## src/design/pbsi_pkg.sv

```systemverilog
// Package with constants for the parallel bus slave interface
package pbsi_pkg;
  // Bus width and select count
  localparam int unsigned BUS_W        = 16;
  localparam int unsigned NUM_SEL      = 10;
  // Address bit positions used by the decoder
  localparam int unsigned ADDR_LO_BIT  = 1;
  localparam int unsigned ADDR_HI_BIT  = 2;
  // Reply delay in ns and derived clock count
  localparam int unsigned CLK_PERIOD_NS = 10;
  localparam int unsigned REPLY_DLY_NS  = 50;
  localparam int unsigned REPLY_DLY_CYC =
    (REPLY_DLY_NS + CLK_PERIOD_NS - 1) / CLK_PERIOD_NS;
  localparam logic [3:0] REPLY_DLY_CNT = 4'(REPLY_DLY_CYC);
  // Reset value of address register
  localparam logic [15:0] ADDR_RST     = 16'h0000;
  // Transfer states
  typedef enum logic [2:0] {
    PBSI_IDLE  = 3'b000,
    PBSI_ADDR  = 3'b001,
    PBSI_WAIT  = 3'b010,
    PBSI_REPLY = 3'b011,
    PBSI_VWAIT = 3'b100,
    PBSI_VREP  = 3'b101,
    PBSI_DONE  = 3'b110
  } pbsi_state_t;
endpackage

```

## src/design/pbsi_top.sv

```systemverilog
// Parallel bus slave interface: address latch, decoder, reply and interrupts
// Functional notes
// - Latch address when sync asserts
// - Decoder enabled only by data strobes
// - Decode bits 1,2 plus user bits
// - Reply after short delay on decode
// - OR both requests onto bus request
// - Acknowledge latches request, raises vector gate
// - Vector gate drives vector, asserts reply
// - Sync negation returns logic to idle
// - User sets or clears requests anytime
// - Preset and per-channel clear inputs
// - Output strobe low while data reply
// - Block ack downstream while request stored
// - Initialize clears control logic and requests
`timescale 1ns/10ps
module pbsi_top import pbsi_pkg::*; #(
  parameter int unsigned NSEL = NUM_SEL
) (
  // Clock and reset
  input  wire logic              clk,
  input  wire logic              rst,
  // Bus control inputs, active low
  input  wire logic              bus_sync_n,
  input  wire logic              data_in_strobe_n,
  input  wire logic              data_out_strobe_n,
  input  wire logic              bank_seven_select_n,
  input  wire logic              write_byte_n,
  input  wire logic              bus_init_n,
  input  wire logic              irq_ack_in_n,
  // Bus data/address in and out, active low, plus active-high output enable
  input  wire logic [BUS_W-1:0]  bus_addr_data_n_i,
  output logic      [BUS_W-1:0]  bus_addr_data_n_o,
  output logic                   bus_addr_data_oe,
  // Bus outputs, active low
  output logic                   bus_reply_n,
  output logic                   bus_irq_n,
  output logic                   irq_ack_out_n,
  // User side data
  input  wire logic [BUS_W-1:0]  driver_inputs,
  output logic      [BUS_W-1:0]  receiver_outputs,
  output logic      [BUS_W-1:0]  addr_q_out,
  // User decode extension and address match
  input  wire logic [1:0]        user_sel_bits,
  input  wire logic              addr_match,
  output logic      [NSEL-1:0]   func_sel_n,
  output logic                   out_data_strobe_n,
  output logic                   read_cycle,
  output logic                   write_cycle,
  output logic                   bank_seven,
  output logic                   byte_write,
  // User interrupt controls
  input  wire logic              user_request_a,
  input  wire logic              user_request_b,
  input  wire logic              preset_a,
  input  wire logic              preset_b,
  input  wire logic              clear_a,
  input  wire logic              clear_b,
  output logic                   vector_gate_a,
  output logic                   vector_gate_b
);
  pbsi_state_t      st_q, st_d;          // Transfer state
  logic [BUS_W-1:0] addr_q, addr_d;      // Latched address
  logic [3:0]       dly_q, dly_d;        // Reply delay counter
  logic [NSEL-1:0]  sel_q, sel_d;        // Function selects, active low
  logic             rply_q, rply_d;      // Reply driven
  logic             ods_q, ods_d;        // Output data strobe, active low
  logic             oe_q, oe_d;          // Bus driver enable
  logic [BUS_W-1:0] dout_q, dout_d;      // Bus drive data, active low
  logic             irq_q, irq_d;        // Bus request
  logic             iako_q, iako_d;      // Ack out, active low
  logic             va_q, va_d;          // Vector gate a
  logic             vb_q, vb_d;          // Vector gate b
  logic [BUS_W-1:0] rx_q, rx_d;          // Received data, true sense
  logic             rc_q, wc_q, b7_q, bw_q; // Decoded bus status
  logic             pend_a, pend_b;      // Stored requests
  logic             ack_a, ack_b;        // Latched on acknowledge
  logic             ack_load, ack_end;   // Channel sequencing
  logic             sync, din, dout, iak; // True-sense bus controls
  logic [3:0]       sel_idx;             // Decode index

  assign sync = ~bus_sync_n;
  assign din  = ~data_in_strobe_n;
  assign dout = ~data_out_strobe_n;
  assign iak  = ~irq_ack_in_n;
  assign sel_idx = {user_sel_bits, addr_q[ADDR_HI_BIT], addr_q[ADDR_LO_BIT]};

  // Interrupt acknowledge load when data-in with ack and no sync
  // Only a device holding a request answers; otherwise the ack passes on
  assign ack_load = (st_q == PBSI_IDLE) && din && iak && !sync
                    && (pend_a || pend_b);
  assign ack_end  = (st_q == PBSI_DONE) && !din;

  // Interrupt channel a
  pbsi_irq_chan u_chan_a (
    .clk        (clk),
    .rst        (rst),
    .bus_init_n (bus_init_n),
    .request    (user_request_a),
    .preset     (preset_a),
    .clear      (clear_a),
    .ack_load   (ack_load),
    .ack_end    (ack_end),
    .pending    (pend_a),
    .acked      (ack_a)
  );

  // Interrupt channel b
  pbsi_irq_chan u_chan_b (
    .clk        (clk),
    .rst        (rst),
    .bus_init_n (bus_init_n),
    .request    (user_request_b),
    .preset     (preset_b),
    .clear      (clear_b),
    .ack_load   (ack_load && !pend_a),
    .ack_end    (ack_end),
    .pending    (pend_b),
    .acked      (ack_b)
  );

  // Transfer sequencer next state
  always_comb begin
    st_d   = st_q;
    addr_d = addr_q;
    dly_d  = dly_q;
    sel_d  = sel_q;
    rply_d = 1'b0;
    ods_d  = 1'b1;
    oe_d   = 1'b0;
    dout_d = dout_q;
    va_d   = va_q;
    vb_d   = vb_q;
    rx_d   = rx_q;
    irq_d  = pend_a || pend_b;
    iako_d = ~(iak && !(pend_a || pend_b));
    case (st_q)
      PBSI_IDLE: begin
        sel_d = '1;
        va_d  = 1'b0;
        vb_d  = 1'b0;
        if (sync) begin
          addr_d = ~bus_addr_data_n_i;
          st_d   = PBSI_ADDR;
        end else if (ack_load) begin
          st_d  = PBSI_VWAIT;
          dly_d = REPLY_DLY_CNT;
        end
      end
      PBSI_ADDR: begin
        if (!sync) begin
          st_d = PBSI_IDLE;
        end else if ((din || dout) && addr_match) begin
          st_d  = PBSI_WAIT;
          dly_d = REPLY_DLY_CNT;
          if (sel_idx < 4'(NSEL)) begin
            sel_d = ~(NSEL'(1) << sel_idx);
          end
          if (dout) begin
            rx_d = ~bus_addr_data_n_i;
          end
        end
      end
      PBSI_WAIT: begin
        oe_d   = din;
        dout_d = ~driver_inputs;
        if (!sync) begin
          st_d = PBSI_IDLE;
        end else if (dly_q <= 4'h1) begin
          st_d = PBSI_REPLY;
        end else begin
          dly_d = dly_q - 4'h1;
        end
      end
      PBSI_REPLY: begin
        oe_d   = din;
        dout_d = ~driver_inputs;
        if (din || dout) begin
          rply_d = 1'b1;
          ods_d  = 1'b0;
        end else begin
          st_d  = PBSI_DONE;
          sel_d = '1;
        end
      end
      PBSI_VWAIT: begin
        va_d = ack_a;
        vb_d = ack_b;
        oe_d = 1'b1;
        dout_d = ~driver_inputs;
        if (dly_q <= 4'h1) begin
          st_d = PBSI_VREP;
        end else begin
          dly_d = dly_q - 4'h1;
        end
      end
      PBSI_VREP: begin
        oe_d   = din;
        dout_d = ~driver_inputs;
        if (din) begin
          rply_d = va_q || vb_q;
        end else begin
          st_d = PBSI_DONE;
        end
      end
      PBSI_DONE: begin
        if (!sync && !din) begin
          st_d = PBSI_IDLE;
          va_d = 1'b0;
          vb_d = 1'b0;
        end
      end
      default: begin
        st_d = PBSI_IDLE;
      end
    endcase
    if (!bus_init_n) begin
      st_d  = PBSI_IDLE;
      sel_d = '1;
      va_d  = 1'b0;
      vb_d  = 1'b0;
      rply_d = 1'b0;
      ods_d = 1'b1;
      oe_d  = 1'b0;
    end
  end

  // Sequencer registers
  always_ff @(posedge clk or posedge rst) begin
    if (rst) begin
      st_q   <= PBSI_IDLE;
      addr_q <= ADDR_RST;
      dly_q  <= 4'h0;
      sel_q  <= '1;
      rply_q <= 1'b0;
      ods_q  <= 1'b1;
      oe_q   <= 1'b0;
      dout_q <= '1;
      irq_q  <= 1'b0;
      iako_q <= 1'b1;
      va_q   <= 1'b0;
      vb_q   <= 1'b0;
      rx_q   <= '0;
      rc_q   <= 1'b0;
      wc_q   <= 1'b0;
      b7_q   <= 1'b0;
      bw_q   <= 1'b0;
    end else begin
      st_q   <= st_d;
      addr_q <= addr_d;
      dly_q  <= dly_d;
      sel_q  <= sel_d;
      rply_q <= rply_d;
      ods_q  <= ods_d;
      oe_q   <= oe_d;
      dout_q <= dout_d;
      irq_q  <= irq_d;
      iako_q <= iako_d;
      va_q   <= va_d;
      vb_q   <= vb_d;
      rx_q   <= rx_d;
      rc_q   <= din && sync;
      wc_q   <= dout && sync;
      b7_q   <= ~bank_seven_select_n && sync;
      bw_q   <= ~write_byte_n;
    end
  end

  // Outputs straight from flops
  assign bus_reply_n       = ~rply_q;
  assign bus_irq_n         = ~irq_q;
  assign irq_ack_out_n     = iako_q;
  assign bus_addr_data_n_o = dout_q;
  assign bus_addr_data_oe  = oe_q;
  assign receiver_outputs  = rx_q;
  assign addr_q_out        = addr_q;
  assign func_sel_n        = sel_q;
  assign out_data_strobe_n = ods_q;
  assign read_cycle        = rc_q;
  assign write_cycle       = wc_q;
  assign bank_seven        = b7_q;
  assign byte_write        = bw_q;
  assign vector_gate_a     = va_q;
  assign vector_gate_b     = vb_q;

  a_strobe_reply_tie: assert property (@(posedge clk) disable iff (rst)
    !out_data_strobe_n |-> !bus_reply_n)
    else $error("data strobe without reply");
  a_irq_or_req: assert property (@(posedge clk) disable iff (rst)
    (pend_a || pend_b) |=> !bus_irq_n)
    else $error("request not on bus");
  a_ack_blocked: assert property (@(posedge clk) disable iff (rst)
    (pend_a || pend_b) |=> irq_ack_out_n)
    else $error("ack passed while request stored");
  a_addr_capture: assert property (@(posedge clk) disable iff (rst)
    (st_q == PBSI_IDLE && sync && bus_init_n) |=> (addr_q == ~$past(bus_addr_data_n_i)))
    else $error("address not captured");
  a_sel_enable: assert property (@(posedge clk) disable iff (rst)
    (st_q == PBSI_ADDR && !din && !dout) |=> (func_sel_n == $past(func_sel_n)))
    else $error("select changed without strobe");
  a_reply_delay: assert property (@(posedge clk) disable iff (rst)
    (st_q == PBSI_ADDR && $past(st_q) == PBSI_ADDR && (din || dout) && addr_match
     && sync && bus_init_n) |-> bus_reply_n [*3])
    else $error("reply came too soon");
  a_reply_hold: assert property (@(posedge clk) disable iff (rst)
    (!bus_reply_n && st_q == PBSI_REPLY && (din || dout) && bus_init_n) |=> !bus_reply_n)
    else $error("reply dropped while strobe held");
  a_vec_reply: assert property (@(posedge clk) disable iff (rst)
    (st_q == PBSI_VREP && din && (va_q || vb_q) && bus_init_n) |=> !bus_reply_n)
    else $error("vector gate without reply");
  a_init_clear: assert property (@(posedge clk) disable iff (rst)
    !bus_init_n |=> (bus_reply_n && func_sel_n == '1 && !vector_gate_a))
    else $error("init did not clear");
endmodule // pbsi_top

```

## src/design/pbsi_irq_chan.sv

```systemverilog
// One interrupt request channel with preset, clear and acknowledge latch
`timescale 1ns/10ps
module pbsi_irq_chan import pbsi_pkg::*; (
  // Clock and reset
  input  wire logic clk,
  input  wire logic rst,
  // Bus initialize, active low
  input  wire logic bus_init_n,
  // User controls
  input  wire logic request,
  input  wire logic preset,
  input  wire logic clear,
  // Acknowledge sequencing
  input  wire logic ack_load,
  input  wire logic ack_end,
  // Outputs
  output logic      pending,
  output logic      acked
);
  logic pend_q, pend_d;   // Stored request
  logic ack_q,  ack_d;    // Request latched by acknowledge

  // Next state of request and ack latch
  always_comb begin
    pend_d = pend_q;
    ack_d  = ack_q;
    if (clear) begin
      pend_d = 1'b0;
    end
    if (request || preset) begin
      pend_d = 1'b1;                        // Set wins over clear
    end
    if (ack_load && pend_q) begin
      ack_d = 1'b1;
    end
    if (ack_end) begin
      ack_d = 1'b0;
    end
    if (!bus_init_n) begin
      pend_d = 1'b0;
      ack_d  = 1'b0;
    end
  end

  // Registers
  always_ff @(posedge clk or posedge rst) begin
    if (rst) begin
      pend_q <= 1'b0;
      ack_q  <= 1'b0;
    end else begin
      pend_q <= pend_d;
      ack_q  <= ack_d;
    end
  end

  assign pending = pend_q;
  assign acked   = ack_q;

  a_preset_sets: assert property (@(posedge clk) disable iff (rst)
    (preset && bus_init_n) |=> pend_q)
    else $error("preset did not set request");
endmodule // pbsi_irq_chan

```

## config.mk

```make
export PLATFORM = sky130hd
export DESIGN_NAME = pbsi_top
export DESIGN_NICKNAME = d
export VERILOG_FILES = /design/src/design/pbsi_pkg.sv /design/src/design/pbsi_top.sv /design/src/design/pbsi_irq_chan.sv
export SDC_FILE = /design/constraint.sdc
export NUM_CORES = 1
export LEC_CHECK = 0
export BUFFER_PORTS_ARGS = -buffer_cell sky130_fd_sc_hd__buf_2
export CAP_MARGIN = 20
export CORE_ASPECT_RATIO = 1.4
export CORE_MARGIN = 10
export CORE_UTILIZATION = 44
export CTS_BUF_LIST = sky130_fd_sc_hd__clkbuf_16
export DETAILED_ROUTE_END_ITERATION = 7
export PLACE_DENSITY = 0.8
export SYNTH_ARGS = -nofsm -noshare
export SYNTH_HDL_FRONTEND = slang
export SYNTH_SLANG_ARGS = --single-unit
```

## constraint.sdc

```tcl
create_clock -name clk -period 2.9 [get_ports clk]
set_input_delay 0.725 -clock clk [delete_from_list [all_inputs] [get_ports clk]]
set_output_delay 0.725 -clock clk [all_outputs]
set_load 0.05 [all_outputs]
```

* Word-level counts from Yosys, hierarchy flattened
Cells that the tools add are included.
** Storage, ports and cells
- Flip-flop bits (word level) :: 80
- Bits of input ports :: 50
- Output and inout bits :: 69
- Logic and storage cells :: 146
** Operators by class
- $add $sub $neg :: 1
- Magnitude comparators :: 2
- Eq/ne operators :: 27
- Shift operators :: 1
- Muxes and demuxes :: 51
- Bitwise gates (word level) :: 12
- Reduce and logical (&&, ||, !) cells :: 31
** Operators by type and width (number)
- two-way mux 10 bit :: 5
- two-way mux 3 bit :: 11
- NOT 16 bit :: 2
- case mux 10 bit (3 select lines) :: 1
- two-way mux 4 bit :: 6
- two-way mux 1 bit :: 22
- case mux 3 bit (7 select lines) :: 1
- != test 3 bit, second input constant :: 6
- case mux 4 bit (4 select lines) :: 1
- logical AND 1 bit :: 14
- != test 3 x 1 -> 1 bit, second input constant :: 4
- != test 4 bit, second input constant :: 3
- != test 2 bit, second input constant :: 5
- NOT 10 bit :: 1
- << shifter 1 x 4 -> 10 bit, first input constant :: 1
- equality test 3 bit, second input constant :: 3
- NOT 1 bit :: 9
- != test 4 x 1 -> 1 bit, second input constant :: 2
- AND reduction 7 bit :: 1
- equality test 3 x 2 -> 1 bit, second input constant :: 2
- case mux 1 bit (3 select lines) :: 2
- AND reduction 6 bit :: 1
- logical OR 1 bit :: 5
- AND reduction 5 bit :: 1
- other kinds (13) :: 16

* Longest topological paths before layout
- Word-level depth :: 10
- Gate-level depth with buffers :: 7
- Depth with buffers taken out :: 7

* By module
From an unflattened synthesis, not the netlist that was laid out.
** Unflattened totals
- Cell total of the unflattened synthesis :: 333
- Area total of the unflattened synthesis :: 3374.5 um2
** By module, submodules not included
- pbsi_top :: times used 1, cells each 319, area each 3211.8 um2, sequential area each 1936.9 um2
- pbsi_irq_chan :: times used 2, cells each 7, area each 81.3 um2, sequential area each 50.0 um2

* Worst setup path before layout
Ideal clock, no wire load.
- Path type :: input to register
- Start :: input bus_sync_n
- End :: register st_q[1]
- Library setup time :: 0.128 ns
- Arrival time :: 1.966 ns
- Data required time :: 2.772 ns
- Slack :: 0.806 ns
- Stages :: 5
- Buffers on the path :: 0
- Cells stage by stage :: or3b_4 > a221oi_4 > a31oi_1 > o211ai_2 > mux2_1
** On the way
- Longest elaborated chain between the ends :: 4
- Elaborated cells on any way between the ends :: 13
- Those cells by class :: 4 x eq/ne; 5 x mux; 4 x reduce/logical
** RTL lines
- start: declaration :: RTL line pbsi_top.sv:24 : input wire logic bus_sync_n,
- logical AND 1 bit :: RTL line pbsi_top.sv:90 : assign ack_load = (st_q == PBSI_IDLE) && din && iak && !sync
- logical AND 1 bit :: RTL line pbsi_top.sv:91 : && (pend_a || pend_b);
- != test 4 bit (no source line)
- AND reduction 7 bit (no source line)
- end signal: assignment :: RTL line pbsi_top.sv:249 : st_q <= st_d;
- end: declaration :: RTL line pbsi_top.sv:62 : pbsi_state_t st_q, st_d;
Several ways; a longest one is shown, not always the timed one.
A chain may end at the register's enable or synchronous reset.

* Final worst setup path
- Start :: register st_q[2]
- End :: register st_q[1]
** On the way
- Longest elaborated chain between the ends :: 7
- Elaborated cells on any way between the ends :: 21
- Those cells by class :: 13 x eq/ne; 2 x mux; 6 x reduce/logical
** RTL lines (RTL line)
- logical NOT 3 bit :: pbsi_top.sv:90, pbsi_top.sv:137
- logical AND 1 bit (3 in series) :: pbsi_top.sv:90
- logical AND 1 bit :: pbsi_top.sv:91
- != test 4 bit (no source line)
- AND reduction 7 bit (no source line)
Several ways; a longest one is shown, not always the timed one.

==> flow_metrics.tcl <==
set metrics [dict create \
    postCtsSetupBuffers 0 \
    achievable-frequency_ghz 0.4646 \
    rows 37 \
    power.ir.vdd_worst_uv 705.6 \
    critical_path_required_ns 3.11 \
    clkLatencyLatePin_ns 0.33 \
    initial_utilization_pct 45.20 \
    post_drt_via_cell_ratio 4.956 \
    worstReg2RegEnd "st_q[1]$_DFFE_PP0P_" \
    combinational_family_with_the_most_area_after_synthesis "simple AND/OR/NAND/NOR gates" \
    routed_wirelength_mm 8.380 \
    postLayoutSetupSlackWorst_ns 0.7478 \
    worst-setup-path-type "reg -> reg" \
    power_density_mw_per_mm2 1398 \
    setup_repair_after_global_routing_missed_its_margin "no" \
    total_number_of_h_tree_levels 3 \
    globalplace.congestion 0.8503 \
    met3_length_um 522 \
    synth_compound_area_share_pct 15.87 \
    drv_slew 0 \
    worst-path-max-fanout 14 \
    cts_tree "yes" \
    synth.cell_area_sq_mm 0.003327 \
    r2r-start "st_q[2]$_DFFE_PP0P_" \
    fin_tns_setup_ns 0 \
    combinational_share_of_power_pct 49.5 \
    grt_overflow_total 0 \
    placeable_core_region_sq_mm 0.007361 \
    post_cts_resize_count 0 \
    detail-route-antenna-nets 0 \
    placedInstanceArea_sq_mm 0.004026 \
    cts.hold.buffers_added 0 \
    timing.final.hold_violations 0 \
    cts_sinks 80 \
    drtIter0Drc 130 \
    yosys_warnings 0 \
    crit_path_end_kind "register" \
    postSynthRegisterBits 80 \
    switching_power_as_a_share_of_total_power_pct 49.27 \
    global_route.usage.total_pct 14.45 \
    timing.slew.headroom_pct 59.13 \
    dieHeight_um 122.9 \
    top_layer "met4" \
    r2r_cells 5 \
    final.period_utilization_pct 74.21 \
    outcome "finished clean" \
    xor_xnor_share_of_the_synthesized_area_pct 0.5265 \
    r2r_setup_slack_ns 0.75 \
    synthesis.area_per_instance_sq_um 10.02 \
    design.die.area_sq_mm 0.01149 \
    worstSetupStartpointType "register" \
    post-route-drc-count 0 \
    synth_adder_area_share_pct 0.7522 \
    seqPwrFrac_pct 32.7 \
    cts_made_buffers 9 \
    io_buffers 118 \
    synth_sequential_area_ratio_pct 61.23 \
    drt_wl_cell_um 15.21 \
    clockBufferDepth 2 \
    die_width_um 93.49 \
    vias 2731 \
    synth_cells 332 \
    wirelength_met1_mm 3.081 \
    finish.instance_area_sq_mm 0.004318 \
    area_growth_syn_to_layout_pct 29.79 \
    most-common-layout-cells "118 x sky130_fd_sc_hd__buf_2, 55 x sky130_fd_sc_hd__nand2_1, 52 x sky130_fd_sc_hd__dfrtp_1, 46 x sky130_fd_sc_hd__o21ai_1, 36 x sky130_fd_sc_hd__nor2_1" \
    grt_pass1_vias 2753 \
    post-place-ws_ns 0.4918 \
    layout_commonest_cell "sky130_fd_sc_hd__buf_2" \
    nNetsFinal 500 \
    timing.hold.worst.class "in -> async" \
    synth_simple_gate_area_share_pct 17.26 \
    clock_pin_slew_worst_setup_and_hold_paths_ns 0.06 \
    timing.max_cap.violations 0 \
    route.met2.wl_mm 4.597 \
    final.setup_skew_ns 0.004652 \
    p_leak_nw 2.045 \
    synth-async-reset-ratio_pct 100.0 \
    dr.pass1.iters 6 \
    dp.final_hpwl_mm 6.382 \
    synth_nets 384 \
    power.clock.fraction_pct 17.9 \
    initial_antenna_violation_count 1 \
    grt_start_max_net_pins 46 \
    synthMuxAreaShare_pct 0.9778 \
    setup_viol_count_final 0 \
    min_period_ns 2.152 \
    power.switching_mw 2.975 \
    cp_data_arrival_time_ns 2.36 \
    internal_power_mw 3.063 \
    n_fill_cell 639 \
    yosys_most_used_dff "sky130_fd_sc_hd__dfrtp_1" \
    drive_gt1_share_pct 38.41 \
    worst_slew_pin_slew_ns 0.6123 \
    synth_edf_count 0 \
    global_route_wire_length_before_repair_mm 13.24 \
    boundaryPins 119 \
    synth_cell_type_count 45 \
    cts.root.buffer_cell "sky130_fd_sc_hd__clkbuf_16" \
]
[routing by layer]
layer  track usage, %  vias up
met5                0        -
met4            7.157        0
met3            4.215       12
met2            26.09       87
met1            14.79     1271
li1                 -     1361
[cell usage after synthesis (2+ instances only)]
library cell,n,area [sq um]
sky130_fd_sc_hd__o21ai_0,2,10.01
sky130_fd_sc_hd__nand2b_1,7,43.79
sky130_fd_sc_hd__inv_1,9,33.78
sky130_fd_sc_hd__a21oi_1,25,125.1
sky130_fd_sc_hd__or3_1,3,18.77
sky130_fd_sc_hd__nand2_1,55,206.5
sky130_fd_sc_hd__a31oi_1,4,25.02
sky130_fd_sc_hd__or3b_1,2,17.52
sky130_fd_sc_hd__nor2b_1,3,18.77
sky130_fd_sc_hd__dfstp_2,28,735.7
sky130_fd_sc_hd__or2_1,2,12.51
sky130_fd_sc_hd__nand3_1,2,10.01
sky130_fd_sc_hd__mux2_1,2,22.52
sky130_fd_sc_hd__buf_2,3,15.01
sky130_fd_sc_hd__a22o_1,2,17.52
sky130_fd_sc_hd__nor3b_1,2,15.01
sky130_fd_sc_hd__nor2_1,36,135.1
sky130_fd_sc_hd__clkbuf_1,14,52.55
sky130_fd_sc_hd__o21ai_1,46,230.2
sky130_fd_sc_hd__nor3_1,8,40.04
sky130_fd_sc_hd__dfrtp_1,52,1301
sky130_fd_sc_hd__ha_1,2,25.02
[power groups by stage]
stage / clock (mW) / combinational [mW] / sequential [mW]
2_1_floorplan: 0 / 0.963 / 3.33
3_3_place_gp: 0 / 2.95 / 1.96
3_5_place_dp: 0 / 3.02 / 1.99
4_1_cts: 1.10 / 3.02 / 1.97
5_1_grt: 1.15 / 3.21 / 2.04
6_report: 1.08 / 2.99 / 1.97
[critical path: stages (launching register included)]
cell,delay [ns]
sky130_fd_sc_hd__dfrtp_1,0.56
sky130_fd_sc_hd__or3b_4,0.48
sky130_fd_sc_hd__a221oi_4,0.32
sky130_fd_sc_hd__a31oi_1,0.10
sky130_fd_sc_hd__o211ai_2,0.22
sky130_fd_sc_hd__mux2_1,0.35
[state kept, by name (all words and copies together), names as in the netlist, 3 cells and up]
| name | count |
|---|---|
| addr_q_out | 16 |
| bus_addr_data_n_o | 16 |
| receiver_outputs | 16 |
| func_sel_n | 10 |
| dly_q | 4 |
| st_q | 3 |
[worst max path at each step]
stage | slack, ns | cells past startpoint | endpoint | from
final | 0.75 | 5 | st_q[1]$_DFFE_PP0P_ | st_q[2]$_DFFE_PP0P_
after global routing | 0.65 | 5 | st_q[2]$_DFFE_PP0P_ | st_q[2]$_DFFE_PP0P_
after CTS | 0.76 | 5 | st_q[1]$_DFFE_PP0P_ | st_q[2]$_DFFE_PP0P_
after detailed placement | 0.49 | 6 | st_q[1]$_DFFE_PP0P_ | bus_sync_n
after global placement | 0.56 | 6 | st_q[2]$_DFFE_PP0P_ | bus_sync_n
after floorplan | 0.17 | 1 | addr_q_out[0]$_DFFE_PP0P_ | rst
[layout make-up]
class,count,area (sq um),area share [%]
clock buffer,9,225.2,5.216
sequential,80,2037,47.17
inverter,9,35.03,0.8114
timing repair buffer,124,648.1,15.01
antenna,1,2.502,0.05795
tap,97,121.4,2.811
clock inverter,7,63.81,1.478
multi-input combinational,224,1185,27.44
[per-stage QoR]
stage                     hold WS [ns]  total power [mW]  instances  util, %
after floorplan                 0.4629             4.296        332        -
after global placement          0.4492             4.910        534    54.70
after detailed placement        0.4523             5.007        534    54.70
after CTS                       0.4609             6.094        550    58.63
after global routing            0.4800             6.400        550    58.63
final                           0.4568             6.038        551    58.66
[logic make-up (layout without fill, tap and decap cells)]
logic type / Yosys count / in the layout
buffers and inverters: 28 / 149
adder cells (fa/ha/maj): 2 / 2
flip-flops: 80 / 80
multiplexers: 3 / 3
other: 0 / 1
AND/OR/NAND/NOR: 127 / 127
AO/OA/AOI/OAI: 90 / 90
XOR/XNOR: 2 / 2
(Power assumes the default switching activity.)
